[config.mk]
export PLATFORM = sky130hd
export DESIGN_NAME = csc_regs
export DESIGN_NICKNAME = d
export VERILOG_FILES = /design/src/core/csc_pkg.sv /design/src/core/csc_exc_check.sv /design/src/core/csc_psr_view.sv /design/src/core/csc_regs.sv
export SDC_FILE = /design/constraint.sdc
export NUM_CORES = 1
export LEC_CHECK = 0
export BUFFER_PORTS_ARGS = -buffer_cell sky130_fd_sc_hd__buf_4
export CAP_MARGIN = 20
export CORE_UTILIZATION = 28
export DETAILED_ROUTE_END_ITERATION = 7
export PLACE_DENSITY = 0.59
export SETUP_SLACK_MARGIN = 0.1
export SYNTH_ARGS = -nofsm -noshare
export SYNTH_HDL_FRONTEND = slang
export SYNTH_HIERARCHICAL = 1
export SYNTH_SLANG_ARGS = --single-unit
[constraint.sdc]
create_clock -name CLK -period 5.4 [get_ports CLK]
set_input_delay 0.81 -clock CLK [delete_from_list [all_inputs] [get_ports CLK]]
set_output_delay 0.81 -clock CLK [all_outputs]
set_load 0.02 [all_outputs]
[src/core/csc_pkg.sv]
package csc_pkg;

	// Widths of the status and control datapath
	localparam int unsigned DATA_W = 32;
	localparam int unsigned EXC_W  = 6;
	localparam int unsigned SEL_W  = 8;
	localparam int unsigned FLAG_W = 4;
	localparam int unsigned CTRL_W = 2;
	localparam int unsigned NUM_CODES = 64;

	// Field positions inside the combined status word and the mask and control registers
	localparam int unsigned FLAG_LSB  = 28;
	localparam int unsigned FLAG_MSB  = 31;
	localparam int unsigned TBIT_POS  = 24;
	localparam int unsigned EXC_LSB   = 0;
	localparam int unsigned EXC_MSB   = 5;
	localparam int unsigned PM_POS    = 0;
	localparam int unsigned THREAD_UNPRIVILEGED_POS = 0;
	localparam int unsigned STACK_SELECT_POS = 1;

	// Register name codes carried by the special register instructions
	typedef logic [SEL_W-1:0] csc_sel_t;
	localparam csc_sel_t SEL_FLAGS       = 8'h00;
	localparam csc_sel_t SEL_EXC_FLAGS   = 8'h01;
	localparam csc_sel_t SEL_STATE_FLAGS = 8'h02;
	localparam csc_sel_t SEL_COMBINED    = 8'h03;
	localparam csc_sel_t SEL_EXC         = 8'h05;
	localparam csc_sel_t SEL_STATE       = 8'h06;
	localparam csc_sel_t SEL_EXC_STATE   = 8'h07;
	localparam csc_sel_t SEL_PRIORITY_MASK     = 8'h10;
	localparam csc_sel_t SEL_CONTROL     = 8'h14;

	// Exception numbers
	typedef logic [EXC_W-1:0] csc_exc_t;
	localparam csc_exc_t EXC_THREAD     = 6'h00;
	localparam csc_exc_t EXC_NMI        = 6'h02;
	localparam csc_exc_t EXC_HARD_FAULT = 6'h03;
	localparam csc_exc_t EXC_SUPERVISOR_CALL_EXCEPTION     = 6'h0B;
	localparam csc_exc_t EXC_PENDABLE_SERVICE_EXCEPTION     = 6'h0E;
	localparam csc_exc_t EXC_SYSTEM_TICK_EXCEPTION    = 6'h0F;
	localparam csc_exc_t EXC_IRQ_BASE   = 6'h10;
	localparam int unsigned MAX_IRQ     = 32;

	// Reset values
	localparam logic [DATA_W-1:0] ZERO_WORD   = 32'h0000_0000;
	localparam logic [FLAG_W-1:0] FLAGS_RST   = 4'h0;
	localparam logic              PM_RST      = 1'b0;
	localparam logic [CTRL_W-1:0] CONTROL_RST = 2'h0;
	localparam logic              TBIT_RST    = 1'b0;

endpackage : csc_pkg

[src/core/csc_exc_check.sv]
`timescale 1ns/1ps
`default_nettype none

module csc_exc_check #(
	parameter bit          HAS_SYSTEM_TICK_EXCEPTION = 1'b1,
	parameter int unsigned NUM_IRQ     = 32
) (
	input  wire logic [csc_pkg::EXC_W-1:0] num,
	output logic                           legal
);

	logic [csc_pkg::NUM_CODES-1:0] code_ok;

	// One entry per code; the table folds to constants at elaboration.
	// Thread code is not an exception, so entering with it is refused.
	for (genvar i = 0; i < csc_pkg::NUM_CODES; i++)
	begin : g_code
		if (i == int'(csc_pkg::EXC_NMI) ||
			i == int'(csc_pkg::EXC_HARD_FAULT) ||
			i == int'(csc_pkg::EXC_SUPERVISOR_CALL_EXCEPTION) || i == int'(csc_pkg::EXC_PENDABLE_SERVICE_EXCEPTION))
		begin : g_fixed
			assign code_ok[i] = 1'b1;
		end
		else if (i == int'(csc_pkg::EXC_SYSTEM_TICK_EXCEPTION))
		begin : g_tick
			assign code_ok[i] = HAS_SYSTEM_TICK_EXCEPTION;
		end
		else if (i >= int'(csc_pkg::EXC_IRQ_BASE) &&
			i < int'(csc_pkg::EXC_IRQ_BASE) + int'(NUM_IRQ))
		begin : g_irq
			assign code_ok[i] = 1'b1;
		end
		else
		begin : g_rsvd
			assign code_ok[i] = 1'b0;
		end
	end

	assign legal = code_ok[num];

endmodule : csc_exc_check

`default_nettype wire

[src/core/csc_psr_view.sv]
`timescale 1ns/1ps
`default_nettype none

module csc_psr_view (
	input  wire logic [csc_pkg::SEL_W-1:0]  sel,
	input  wire logic [csc_pkg::FLAG_W-1:0] flags,
	input  wire logic [csc_pkg::EXC_W-1:0]  exc_num,
	output logic [csc_pkg::DATA_W-1:0]      rdata,
	output logic                            is_status,
	output logic                            has_flags
);

	logic has_exc;

	// Which of the three fields each register name covers
	always_comb
	begin
		is_status = 1'b1;
		has_flags = 1'b0;
		has_exc   = 1'b0;
		if (sel == csc_pkg::SEL_FLAGS)
		begin
			has_flags = 1'b1;
		end
		else if (sel == csc_pkg::SEL_EXC_FLAGS || sel == csc_pkg::SEL_COMBINED)
		begin
			has_flags = 1'b1;
			has_exc   = 1'b1;
		end
		else if (sel == csc_pkg::SEL_STATE_FLAGS)
		begin
			has_flags = 1'b1;
		end
		else if (sel == csc_pkg::SEL_EXC || sel == csc_pkg::SEL_EXC_STATE)
		begin
			has_exc = 1'b1;
		end
		else if (sel == csc_pkg::SEL_STATE)
		begin
			has_exc = 1'b0;
		end
		else
		begin
			is_status = 1'b0;
		end
	end

	// State bit never shows here, reserved bits stay zero
	always_comb
	begin
		rdata = csc_pkg::ZERO_WORD;
		if (has_flags)
		begin
			rdata[csc_pkg::FLAG_MSB:csc_pkg::FLAG_LSB] = flags;
		end
		if (has_exc)
		begin
			rdata[csc_pkg::EXC_MSB:csc_pkg::EXC_LSB] = exc_num;
		end
	end

endmodule : csc_psr_view

`default_nettype wire

[src/core/csc_regs.sv]
`timescale 1ns/1ps
`default_nettype none

module csc_regs #(
	parameter bit          HAS_SYSTEM_TICK_EXCEPTION = 1'b1,
	parameter bit          HAS_PRIV    = 1'b1,
	parameter int unsigned NUM_IRQ     = csc_pkg::MAX_IRQ,
	parameter bit          DATA_BIG    = 1'b0,
	parameter bit          MUL_32CYC   = 1'b1
) (
	input  wire logic                        CLK,
	input  wire logic                        NRST,
	input  wire logic                        SR_RD,
	input  wire logic                        SR_WR,
	input  wire logic [csc_pkg::SEL_W-1:0]   SR_SEL,
	input  wire logic [csc_pkg::DATA_W-1:0]  SR_WDATA,
	input  wire logic                        CPS_EN,
	input  wire logic                        CPS_MASK,
	input  wire logic                        FLAGS_WE,
	input  wire logic [csc_pkg::FLAG_W-1:0]  FLAGS_IN,
	input  wire logic                        RST_VEC_VALID,
	input  wire logic [csc_pkg::DATA_W-1:0]  RST_VEC_WORD,
	input  wire logic                        EXC_ENTRY,
	input  wire logic [csc_pkg::EXC_W-1:0]   EXC_ENTRY_NUM,
	input  wire logic                        EXC_VEC_BIT0,
	input  wire logic                        EXC_RETURN,
	input  wire logic                        RET_TO_THREAD,
	input  wire logic [csc_pkg::EXC_W-1:0]   RET_EXC_NUM,
	input  wire logic                        RET_STACK_SELECT,
	input  wire logic                        RET_STACKED_T,
	input  wire logic [csc_pkg::FLAG_W-1:0]  RET_STACKED_FLAGS,
	input  wire logic                        XCHG_BRANCH,
	input  wire logic                        XCHG_TARGET_BIT0,
	input  wire logic                        EXEC_ATTEMPT,
	input  wire logic                        MULTI_BUSY,
	input  wire logic                        MUL_BUSY,
	input  wire logic                        IRQ_TAKE,
	output logic [csc_pkg::DATA_W-1:0]       SR_RDATA,
	output logic                             SR_RVALID,
	output logic [csc_pkg::FLAG_W-1:0]       FLAGS,
	output logic [csc_pkg::EXC_W-1:0]        EXC_NUMBER,
	output logic                             TBIT,
	output logic [csc_pkg::DATA_W-1:0]       STACKED_PSR,
	output logic                             ENTRY_REJECT,
	output logic                             HANDLER_MODE,
	output logic                             PRIVILEGED,
	output logic                             SP_USE_PROCESS,
	output logic                             CFG_EXC_BLOCK,
	output logic                             FAULT_REQ,
	output logic                             LOCKUP,
	output logic                             ABANDON,
	output logic                             DATA_BIG_ENDIAN,
	output logic                             INSTR_BIG_ENDIAN
);

	// Architectural state
	logic [csc_pkg::FLAG_W-1:0] flags_q;
	logic [csc_pkg::FLAG_W-1:0] flags_d;
	logic [csc_pkg::EXC_W-1:0]  exc_q;
	logic [csc_pkg::EXC_W-1:0]  exc_d;
	logic                       tbit_q;
	logic                       tbit_d;
	logic                       pm_q;
	logic                       pm_d;
	logic                       stack_select_q;
	logic                       stack_select_d;
	logic                       thread_unprivileged_q;
	logic                       thread_unprivileged_d;
	logic                       lock_q;

	// Decode helpers
	logic [csc_pkg::DATA_W-1:0] view_rdata;
	logic                       view_status;
	logic                       view_flags;
	logic                       entry_legal;
	logic                       in_handler;
	logic                       is_priv;
	logic [csc_pkg::DATA_W-1:0] rd_word;
	logic [csc_pkg::DATA_W-1:0] full_psr;
	logic                       wr_priority_mask;
	logic                       wr_control;
	logic                       entry_ok;
	logic                       t_fault;

	csc_psr_view u_view (
		.sel       (SR_SEL),
		.flags     (flags_q),
		.exc_num   (exc_q),
		.rdata     (view_rdata),
		.is_status (view_status),
		.has_flags (view_flags)
	);

	csc_exc_check #(
		.HAS_SYSTEM_TICK_EXCEPTION (HAS_SYSTEM_TICK_EXCEPTION),
		.NUM_IRQ     (NUM_IRQ)
	) u_check (
		.num   (EXC_ENTRY_NUM),
		.legal (entry_legal)
	);

	// Mode and privilege seen by the instruction in flight
	assign in_handler = (exc_q != csc_pkg::EXC_THREAD);
	assign is_priv    = in_handler || !(thread_unprivileged_q && HAS_PRIV);
	assign entry_ok   = EXC_ENTRY && entry_legal;
	assign t_fault    = EXEC_ATTEMPT && !tbit_q;

	// Full word as it goes on the stack, state bit included
	always_comb
	begin
		full_psr = csc_pkg::ZERO_WORD;
		full_psr[csc_pkg::FLAG_MSB:csc_pkg::FLAG_LSB] = flags_q;
		full_psr[csc_pkg::TBIT_POS] = tbit_q;
		full_psr[csc_pkg::EXC_MSB:csc_pkg::EXC_LSB] = exc_q;
	end

	// Unprivileged code may not touch the mask or control registers
	assign wr_priority_mask = SR_WR && (SR_SEL == csc_pkg::SEL_PRIORITY_MASK) && is_priv;
	assign wr_control = SR_WR && (SR_SEL == csc_pkg::SEL_CONTROL) &&
		is_priv;

	// Read mux; unknown names answer zero
	always_comb
	begin
		rd_word = csc_pkg::ZERO_WORD;
		if (view_status)
		begin
			rd_word = view_rdata;
		end
		else if (SR_SEL == csc_pkg::SEL_PRIORITY_MASK)
		begin
			rd_word[csc_pkg::PM_POS] = pm_q;
		end
		else if (SR_SEL == csc_pkg::SEL_CONTROL)
		begin
			rd_word[csc_pkg::STACK_SELECT_POS] = stack_select_q && !in_handler;
			rd_word[csc_pkg::THREAD_UNPRIVILEGED_POS] = thread_unprivileged_q && HAS_PRIV;
		end
	end

	// Flags: hardware events outrank software and the ALU
	always_comb
	begin
		flags_d = flags_q;
		if (EXC_RETURN)
		begin
			flags_d = RET_STACKED_FLAGS;
		end
		else if (SR_WR && view_status && view_flags)
		begin
			flags_d = SR_WDATA[csc_pkg::FLAG_MSB:csc_pkg::FLAG_LSB];
		end
		else if (FLAGS_WE)
		begin
			flags_d = FLAGS_IN;
		end
	end

	// Exception number follows entry and return only; writes never land
	always_comb
	begin
		exc_d = exc_q;
		if (entry_ok)
		begin
			exc_d = EXC_ENTRY_NUM;
		end
		else if (EXC_RETURN)
		begin
			exc_d = RET_TO_THREAD ? csc_pkg::EXC_THREAD : RET_EXC_NUM;
		end
	end

	// State bit: loaded at reset fetch, cleared by the listed events only
	always_comb
	begin
		tbit_d = tbit_q;
		if (RST_VEC_VALID)
		begin
			tbit_d = RST_VEC_WORD[0];
		end
		else if (entry_ok)
		begin
			tbit_d = EXC_VEC_BIT0;
		end
		else if (EXC_RETURN)
		begin
			tbit_d = RET_STACKED_T;
		end
		else if (XCHG_BRANCH)
		begin
			tbit_d = XCHG_TARGET_BIT0;
		end
	end

	// Mask bit from the move or the interrupt-state change instruction
	always_comb
	begin
		pm_d = pm_q;
		if (CPS_EN && is_priv)
		begin
			pm_d = CPS_MASK;
		end
		else if (wr_priority_mask)
		begin
			pm_d = SR_WDATA[csc_pkg::PM_POS];
		end
	end

	// Control: entry and return take it over from software
	always_comb
	begin
		stack_select_d = stack_select_q;
		thread_unprivileged_d = thread_unprivileged_q;
		if (entry_ok)
		begin
			stack_select_d = 1'b0;
		end
		else if (EXC_RETURN)
		begin
			stack_select_d = RET_TO_THREAD ? RET_STACK_SELECT : 1'b0;
		end
		else if (wr_control)
		begin
			if (!in_handler)
			begin
				stack_select_d = SR_WDATA[csc_pkg::STACK_SELECT_POS];
			end
			thread_unprivileged_d = SR_WDATA[csc_pkg::THREAD_UNPRIVILEGED_POS] && HAS_PRIV;
		end
	end

	// Condition flags
	always_ff @(posedge CLK or negedge NRST)
	begin
		if (!NRST)
			flags_q <= csc_pkg::FLAGS_RST;
		else
			flags_q <= flags_d;
	end

	// Exception number and state bit; the bit waits for the vector fetch
	always_ff @(posedge CLK or negedge NRST)
	begin
		if (!NRST)
		begin
			exc_q  <= csc_pkg::EXC_THREAD;
			tbit_q <= csc_pkg::TBIT_RST;
		end
		else
		begin
			exc_q  <= exc_d;
			tbit_q <= tbit_d;
		end
	end

	// Mask and control
	always_ff @(posedge CLK or negedge NRST)
	begin
		if (!NRST)
		begin
			pm_q    <= csc_pkg::PM_RST;
			stack_select_q <= csc_pkg::CONTROL_RST[csc_pkg::STACK_SELECT_POS];
			thread_unprivileged_q <= csc_pkg::CONTROL_RST[csc_pkg::THREAD_UNPRIVILEGED_POS];
		end
		else
		begin
			pm_q    <= pm_d;
			stack_select_q <= stack_select_d;
			thread_unprivileged_q <= thread_unprivileged_d;
		end
	end

	// Read answer, one cycle after the strobe, taken before any write
	always_ff @(posedge CLK or negedge NRST)
	begin
		if (!NRST)
		begin
			SR_RDATA  <= csc_pkg::ZERO_WORD;
			SR_RVALID <= 1'b0;
		end
		else
		begin
			SR_RVALID <= SR_RD;
			if (SR_RD)
				SR_RDATA <= rd_word;
		end
	end

	// Registered copies of the state for the rest of the core
	always_ff @(posedge CLK or negedge NRST)
	begin
		if (!NRST)
		begin
			FLAGS          <= csc_pkg::FLAGS_RST;
			EXC_NUMBER     <= csc_pkg::EXC_THREAD;
			TBIT           <= csc_pkg::TBIT_RST;
			HANDLER_MODE   <= 1'b0;
			PRIVILEGED     <= 1'b1;
			SP_USE_PROCESS <= 1'b0;
			CFG_EXC_BLOCK  <= csc_pkg::PM_RST;
		end
		else
		begin
			FLAGS          <= flags_d;
			EXC_NUMBER     <= exc_d;
			TBIT           <= tbit_d;
			HANDLER_MODE   <= (exc_d != csc_pkg::EXC_THREAD);
			PRIVILEGED     <= (exc_d != csc_pkg::EXC_THREAD) ||
				!(thread_unprivileged_d && HAS_PRIV);
			SP_USE_PROCESS <= stack_select_d &&
				(exc_d == csc_pkg::EXC_THREAD);
			CFG_EXC_BLOCK  <= pm_d;
		end
	end

	// Word for the stack on entry; rejected codes leave state untouched
	always_ff @(posedge CLK or negedge NRST)
	begin
		if (!NRST)
		begin
			STACKED_PSR  <= csc_pkg::ZERO_WORD;
			ENTRY_REJECT <= 1'b0;
		end
		else
		begin
			ENTRY_REJECT <= EXC_ENTRY && !entry_legal;
			if (entry_ok)
				STACKED_PSR <= full_psr;
		end
	end

	// Bad state bit: fault normally, lockup if already in a top handler
	always_ff @(posedge CLK or negedge NRST)
	begin
		if (!NRST)
		begin
			FAULT_REQ <= 1'b0;
			lock_q    <= 1'b0;
		end
		else
		begin
			FAULT_REQ <= t_fault && !lock_q &&
				(exc_q != csc_pkg::EXC_NMI) &&
				(exc_q != csc_pkg::EXC_HARD_FAULT);
			if (t_fault && ((exc_q == csc_pkg::EXC_NMI) ||
				(exc_q == csc_pkg::EXC_HARD_FAULT)))
				lock_q <= 1'b1;
		end
	end

	// Lockup holds until reset; only reset clears it
	always_ff @(posedge CLK or negedge NRST)
	begin
		if (!NRST)
			LOCKUP <= 1'b0;
		else
			LOCKUP <= lock_q || (t_fault && ((exc_q == csc_pkg::EXC_NMI) ||
				(exc_q == csc_pkg::EXC_HARD_FAULT)));
	end

	// Abandon a multi-cycle instruction so it restarts after the handler
	always_ff @(posedge CLK or negedge NRST)
	begin
		if (!NRST)
			ABANDON <= 1'b0;
		else
			ABANDON <= IRQ_TAKE &&
				(MULTI_BUSY || (MUL_BUSY && MUL_32CYC));
	end

	// Byte order flags: instruction side is fixed little-endian
	always_ff @(posedge CLK or negedge NRST)
	begin
		if (!NRST)
		begin
			DATA_BIG_ENDIAN  <= 1'b0;
			INSTR_BIG_ENDIAN <= 1'b0;
		end
		else
		begin
			DATA_BIG_ENDIAN  <= DATA_BIG;
			INSTR_BIG_ENDIAN <= 1'b0;
		end
	end

endmodule : csc_regs

`default_nettype wire

==> impl_summary.log, run 1 <==
[metrics] result of the run: finished clean
[metrics] vias per std cell: 4.249
[metrics] vias in the first global route: 2722
[metrics] Area Growth Syn to Fin: 32.64%
[metrics] Post-CTS Setup Repair Bufs: 0
[metrics] effective utilization at floorplan: 28.96%
[metrics] # diodes: 0
[metrics] die width: 113.9 um
[metrics] Final Total Pwr: 1408 uW
[metrics] Std-Cell Rows: 40
[metrics] number of enable-type register cells in the synthesized netlist: 0
[metrics] final worst-path cycle share: 55.29%
[metrics] Hold WS: 0.4805 ns
[metrics] Post-route DRC: 0
[metrics] Max Cap Viol: 0
[metrics] Fmax: 334.9 MHz
[metrics] Buf+Inv Stages, Crit Path: 1
[metrics] Worst Path Class, Setup: primary input to flip-flop
[metrics] Worst Slack Setup Final: 2.414 ns
[metrics] Crit. End Element: flip-flop
[metrics] sequence of cells on the critical path: buf_4 -> nor3b_2 -> o41ai_2 -> nand2_1 -> nor3b_1 -> and4_1 -> or2_2
[metrics] final setup TNS: 0 ns
[metrics] cell at the slowest stage of the critical path: nand2_1
[metrics] top-level I/O count: 198
[metrics] CP Data Arrival Time: 3.20 ns
[metrics] Clk pin slew, worst setup/hold paths: 0.05 ns
[metrics] maximum number of pins on one net before global-route repair: 67
[metrics] cell leakage power: 0.002211 uW
[metrics] wire length of the first global-routing pass: 13.39 mm
[metrics] Final Critical Period: 2.986 ns
[metrics] fin. max-slew vios: 0
[metrics] FILL cells: 1244
[metrics] tightest slew margin relative to the limit: 42.55%
[metrics] Mapped Area: 0.003507 sq mm
[metrics] remaining global-route overflow: 0
[metrics] Total Routing Usage GR: 13.61%
[metrics] vias post-DR: 2732
[metrics] total clock buffers created by CTS: 9
[metrics] number of gates resized after cts: 0
[metrics] Critical Path Source Type: primary input
[metrics] Iter 0 DRT Violations: 93
[metrics] P per Cell Area: 302.7 mW/mm^2
[metrics] proportion of register bits with asynchronous set or reset after synthesis: 100.0%
[metrics] Clock Sinks: 66
[metrics] Most used DFF post-synth: dfrtp_1
[metrics] number of buffers added to fix hold violations after cts: 0
[metrics] Final ANT Viol Nets: 0
[metrics] total of buffers placed on input and output ports: 117
[metrics] final setup vio count: 0
[metrics] delay contributed by the slowest stage of the critical path: 0.69 ns
[metrics] Data required, critical path: 5.62 ns
[metrics] average routed wire per standard cell: 12.93 um
[metrics] TritonCTS clock tree: yes
[metrics] HP Class: flip-flop to flip-flop
[metrics] fraction of post-synthesis cell area in the top cell type by area: 46.38%
[metrics] root buf cell: clkbuf_16
[metrics] Std-Cell Core Area: 0.01211 sq mm
[metrics] full die area: 0.01298 sq mm
[metrics] instance count of the mapped netlist: 362
[metrics] HPWL after DPL: 5.953 mm
[metrics] overall die height: 113.9 um
[metrics] initial antenna violation count: 0
[metrics] IR Drop Worst-Case VDD: 225.8 uV
[metrics] maximum level of the CTS H-tree: 3
[metrics] clock latency of the later-clocked register in the worst-skew pair: 0.34 ns
[metrics] sequential share of the synthesized area: 47.13%
[metrics] layout cell share with drive strength beyond 1: 34.95%
[metrics] final hold viol count: 0
[metrics] cell taking the most area after synthesis: dfrtp_1
[metrics] number of nets in the finished design: 583
[metrics] Tightest Pin Transition: 0.8597 ns
[metrics] count of warnings emitted by yosys: 6
[metrics] flop and latch count out of synthesis: 66
[metrics] mean instance size in the synthesized netlist: 9.688 sq um
[metrics] largest driver fanout on the critical path: 21
[metrics] total wire length after detailed routing: 8.314 mm
[metrics] worst setup slack before clock tree synthesis: 2.082 ns
[metrics] worst setup skew after layout: 0.004922 ns
[metrics] 1st-pass router iterations: 4
[metrics] setup repair after global routing missed its margin: no
[metrics] gate family responsible for the most delay along the worst path: simple AND/OR/NAND/NOR gates
[metrics] Longest Clk Path Bufs: 2
[metrics] number of different library cells in the post-synthesis netlist: 47
[metrics] top area cells in the synthesized netlist: dfrtp_1, buf_4, o21ai_0
[metrics] gpl congestion: 0.7532
## flip-flops by register name, indices dropped and copies added (netlist names), 4 cells and up
signal	cells
STACKED_PSR	11
FLAGS	4
SR_RDATA	32
EXC_NUMBER	6
## final cells by class
type / count / area (sq um) / area share (%)
flip-flops and latches: 66 / 1653 / 35.53
multi-input cells: 235 / 1459 / 31.36
repair buffers: 118 / 885.9 / 19.04
clock buffers: 13 / 280.3 / 6.025
well taps: 168 / 210.2 / 4.519
inverters: 41 / 153.9 / 3.308
clock inverters: 2 / 10.01 / 0.2152
## where the power goes
part,switching (uW),total [uW],internal [uW]
Combinational,155,273,118
Sequential,34.7,571,536
Clock,208,564,356
Total,397,1410,1010
## per-stage QoR
stage	cells	area (sq um)	util (%)
finish	643	4652	38.41
global placement	628	4362	36.01
detailed placement	628	4362	36.01
CTS	643	4652	38.41
floorplan	405	3669	-
global route	643	4652	38.41
## cells in the mapped netlist (2+ instances only)
library cell,n
nor4_1,4
mux2i_1,7
buf_4,45
nor3b_1,2
clkbuf_1,12
o311ai_1,2
and3b_1,6
dfrtp_1,65
a31oi_1,9
nor2_1,8
nand3_1,32
nor2b_1,2
o21a_1,3
mux2_2,15
nor4_2,3
or4b_1,2
conb_1,2
buf_1,3
inv_1,41
nor3_2,7
nand2b_1,6
nand2_1,18
a21oi_1,2
buf_2,2
o21ai_0,37
nand3b_1,6
## path summary, 6_finish.rpt
path / from / end / slack [ns] / depth (start not counted)
min in group asynchronous: NRST / STACKED_PSR[2]$_DFFE_PN0P_ / 0.58 / 1
setup / recovery: EXC_ENTRY_NUM[3] / thread_unprivileged_q$_DFF_PN0_ / 2.41 / 7
hold reg to reg: SR_RDATA[0]$_DFFE_PN0P_ / SR_RDATA[0]$_DFFE_PN0P_ / 0.48 / 1
setup reg to reg: EXC_NUMBER[4]$_DFF_PN0_ / SP_USE_PROCESS$_DFF_PN0_ / 3.30 / 4
hold / removal: SR_RDATA[0]$_DFFE_PN0P_ / SR_RDATA[0]$_DFFE_PN0P_ / 0.48 / 1
max in group asynchronous: NRST / thread_unprivileged_q$_DFF_PN0_ / 4.26 / 1
## kinds of logic after synthesis
family,share of synthesized area [%]
AOI/OAI and AO/OA,9.954
DFF,47.13
buffers and inverters,16.23
and+or+nand+nor,19.41
muxes,6.814
other,0.2141
xor gates and xnor gates,0.2498
## layout by cell type, fill, tap and decap left out, types with 2 or more instances in the layout
cell         n
and3b_1      6
nor4_2       3
nand2b_1     6
o21ai_0     37
nand3b_1     6
inv_1       41
mux2_2      15
nand3_1     32
a31oi_1      9
clkbuf_8     4
nor4_1       4
nor3_2       7
nor2_1       8
buf_4      118
a21oi_1      2
conb_1      45
nand2_1     18
clkinv_2     2
o21a_1       3
dfrtp_1     65
clkbuf_16    9
nor2b_1      2
or4b_1       2
mux2i_1      7
nor3b_1      2
o311ai_1     2
## layer usage
metal	vias up	GRT usage, %	share of wire, %
met5	-	0	0
met4	0	5.455	1.9
met3	15	5.473	6.5
met2	94	22.93	48
met1	1261	15.37	43
li1	1362	-	-
## worst register-to-register path, cell delays in order (launching register included)
cell and delay [ns]:
dfrtp_1 0.46, or4_1 0.54, nor4_1 0.35, mux2_2 0.39
and4b_1 0.28
(Power assumes the default switching activity.)
==> inputs of run 2 (changes only) <==
- clock period: 5.4 -> 3.07 ns (I/O delays scaled with it)
==> impl_summary.log, run 2 (synthesized netlist as in run 1, its figures left out) <==
[metrics] Area Growth Syn to Fin: 32.07%
[metrics] Post-CTS Setup Repair Bufs: 0 (unchanged)
[metrics] internal power: 1721 uW (+70%)
[metrics] setup repair after global routing missed its margin: no
[metrics] maximum level of the CTS H-tree: 3 (unchanged)
[metrics] FILL cells: 1230 (-1.1%)
[metrics] Std-Cell Rows: 40 (unchanged)
[metrics] clock network fraction of total power: 38.1% (-2.0 points)
[metrics] overall die height: 113.9 um (unchanged)
[metrics] gate family responsible for the most delay along the worst path: simple AND/OR/NAND/NOR gates
[metrics] Iter 0 DRT Violations: 113 (+22%)
[metrics] top-level I/O count: 198 (unchanged)
[metrics] # diodes: 0 (unchanged)
[metrics] cell at the slowest stage of the critical path: o41ai_2
[metrics] share of total power consumed by net switching: 28.37% (+0.15 points)
[metrics] total wire length after detailed routing: 8.304 mm (-0.12%)
[metrics] average routed wire per standard cell: 12.87 um (-0.43%)
[metrics] sequence of cells on the critical path: buf_4 -> nor3b_2 -> o41ai_2 -> nand2_1 -> nor3b_1 -> and4_1 -> or2_2
[metrics] Clock Sinks: 66 (unchanged)
[metrics] Final ANT Viol Nets: 0 (unchanged)
[metrics] Comb pwr share: 20.1% (+0.7 points)
[metrics] registers with the most flip-flops: SR_RDATA (32), STACKED_PSR (11), EXC_NUMBER (6)
[metrics] Critical Path Source Type: primary input
[metrics] largest driver fanout on the critical path: 10 (-52%)
[metrics] CP Data Arrival Time: 2.46 ns (-0.74 ns)
[metrics] final setup TNS: 0 ns (unchanged)
[metrics] vias in the first global route: 2805 (+3.0%)
[metrics] most common cell after layout, fill and taps aside: buf_4
[metrics] HP Class: primary input to async pin
[metrics] HPWL after DPL: 5.993 mm (+0.68%)
[metrics] wire length of the first global-routing pass: 13.50 mm (+0.87%)
[metrics] Longest Clk Path Bufs: 2 (unchanged)
[metrics] Clk pin slew, worst setup/hold paths: 0.05 ns (about the same)
[metrics] Total Routing Usage GR: 13.61% (about the same)
[metrics] worst setup slack before clock tree synthesis: 0.4897 ns (-1.592 ns)
[metrics] Std-Cell Core Area: 0.01211 sq mm (unchanged)
[metrics] endpoint of the lowest-slack register-to-register path: SP_USE_PROCESS$_DFF_PN0_
[metrics] delay contributed by the slowest stage of the critical path: 0.56 ns (-0.13 ns)
[metrics] Fmax: 444.6 MHz
[metrics] final setup vio count: 0 (unchanged)
[metrics] gpl congestion: 0.7958 (+5.7%)
[metrics] vias per std cell: 4.296 (+1.1%)
[metrics] full die area: 0.01298 sq mm (unchanged)
[metrics] die width: 113.9 um (unchanged)
[metrics] tightest slew margin relative to the limit: 42.59% (+0.046 points)
[metrics] cell count of the worst reg-to-reg path: 4 (unchanged)
[metrics] number of buffers added to fix hold violations after cts: 0 (unchanged)
[metrics] total of buffers placed on input and output ports: 117 (unchanged)
[metrics] IR Drop Worst-Case VDD: 463.2 uV (+110%)
[metrics] R2R Path Start: EXC_NUMBER[4]$_DFF_PN0_
[metrics] leading cell types in the layout, fill and taps excluded: buf_4, dfrtp_1, conb_1, inv_1, o21ai_0
[metrics] Post-route DRC: 0 (unchanged)
[metrics] P_sw: 681.4 uW (+71%)
[metrics] vias post-DR: 2771 (+1.4%)
[metrics] maximum number of pins on one net before global-route repair: 67 (unchanged)
[metrics] layout cell share with drive strength beyond 1: 34.17% (-0.78 points)
[metrics] Buf+Inv Stages, Crit Path: 1 (unchanged)
[metrics] total clock buffers created by CTS: 9 (unchanged)
[metrics] remaining global-route overflow: 0 (unchanged)
[metrics] 1st-pass router iterations: 4 (unchanged)
[metrics] Max Cap Viol: 0 (unchanged)
[metrics] root buf cell: clkbuf_16
[metrics] cell leakage power: 0.002196 uW (-0.68%)
[metrics] final worst-path cycle share: 73.26%
[metrics] Worst Slack Setup Final: 0.8209 ns (-1.593 ns)
[metrics] number of gates resized after cts: 0 (unchanged)
[metrics] effective utilization at floorplan: 28.96% (unchanged)
[metrics] number of flip-flops under the largest register name: 32 (unchanged)
[metrics] worst setup slack for register-to-register paths: 1.01 ns (-2.29 ns)
[metrics] number of nets in the finished design: 584 (+0.17%)
[metrics] post-route core utilization: 38.24% (-0.17 points)
[metrics] sequential share of power: 41.8% (+1.3 points)
[metrics] Final Critical Period: 2.249 ns
[metrics] Tightest Pin Transition: 0.8611 ns (+0.001396 ns)
[metrics] TritonCTS clock tree: yes
[metrics] result of the run: finished clean
[metrics] initial antenna violation count: 0 (unchanged)
[metrics] P per Cell Area: 518.6 mW/mm^2 (+71%)
[metrics] final hold viol count: 0 (unchanged)
[metrics] Worst Path Class, Setup: primary input to flip-flop
[metrics] fin. max-slew vios: 0 (unchanged)
[metrics] clock latency of the later-clocked register in the worst-skew pair: 0.33 ns (about the same)
[metrics] register ranked first by flip-flop count: SR_RDATA
[metrics] worst setup skew after layout: 0.006636 ns (+0.001714 ns)
[metrics] Crit. End Element: flip-flop
[metrics] Final Total Pwr: 2402 uW (+71%)
[metrics] Data required, critical path: 3.28 ns (-2.34 ns)
[run 2: cell types whose count changed in the layout (fill, tap and decap cells not counted)]
cell	change
clkbuf_1	+5
clkbuf_8	-3
buf_4	+1
clkinv_2	-1
[run 2: power by group through the flow]
stage	registers [uW]	clock network [uW]	logic, uW
6_report	1000	916	482
5_1_grt	1010	998	522
4_1_cts	1000	958	488
3_5_place_dp	1020	0	487
3_3_place_gp	1020	0	481
2_1_floorplan	1090	0	217
[run 2: worst max path at each step]
| stage | cells after the start | slack, ns | endpoint | startpoint |
|---|---|---|---|---|
| 2_1_floorplan | 7 | 0.87 | FLAGS[0]$_DFFE_PN0P_ | SR_SEL[6] |
| 3_3_place_gp | 7 | 0.50 | thread_unprivileged_q$_DFF_PN0_ | EXC_ENTRY_NUM[3] |
| 3_5_place_dp | 7 | 0.49 | thread_unprivileged_q$_DFF_PN0_ | EXC_ENTRY_NUM[3] |
| 4_1_cts | 7 | 0.83 | thread_unprivileged_q$_DFF_PN0_ | EXC_ENTRY_NUM[3] |
| 5_1_grt | 7 | 0.70 | thread_unprivileged_q$_DFF_PN0_ | EXC_ENTRY_NUM[3] |
| 6_report | 7 | 0.82 | thread_unprivileged_q$_DFF_PN0_ | EXC_ENTRY_NUM[3] |
[run 2: stage by stage]
stage	cells	hold WS [ns]	instance area, sq um
6_report	645	0.2360	4632
5_1_grt	645	0.3268	4632
4_1_cts	645	0.2959	4632
3_5_place_dp	629	0.4759	4369
3_3_place_gp	629	0.4678	4369
2_1_floorplan	405	0.1649	3669
[run 2: metal layers]
layer | global-route usage, % | routed length [um] | vias up | part of all wire [%]
li1 | - | - | 1354 | -
met1 | 15.36 | 3494 | 1301 | 42
met2 | 23.58 | 4061 | 101 | 49
met3 | 4.995 | 603 | 15 | 7.3
met4 | 4.935 | 145 | 0 | 1.7
met5 | 0 | 0 | - | 0
[run 2: cell type report]
| cell class | count | area, sq um | area share [%] |
|---|---|---|---|
| repair buffers | 119 | 893.4 | 19.29 |
| inverters | 41 | 153.9 | 3.323 |
| well taps | 168 | 210.2 | 4.538 |
| flip-flops and latches | 66 | 1653 | 35.68 |
| clock inverters | 1 | 5.005 | 0.1080 |
| clock buffers | 15 | 257.7 | 5.565 |
| multi-input cells | 235 | 1459 | 31.50 |
[run 2: worst register-to-register path: cells and delay by family (launching register included)]
family	cells	cell delay, ns
simple gates	3	1.14
flops	1	0.46
mux	1	0.39
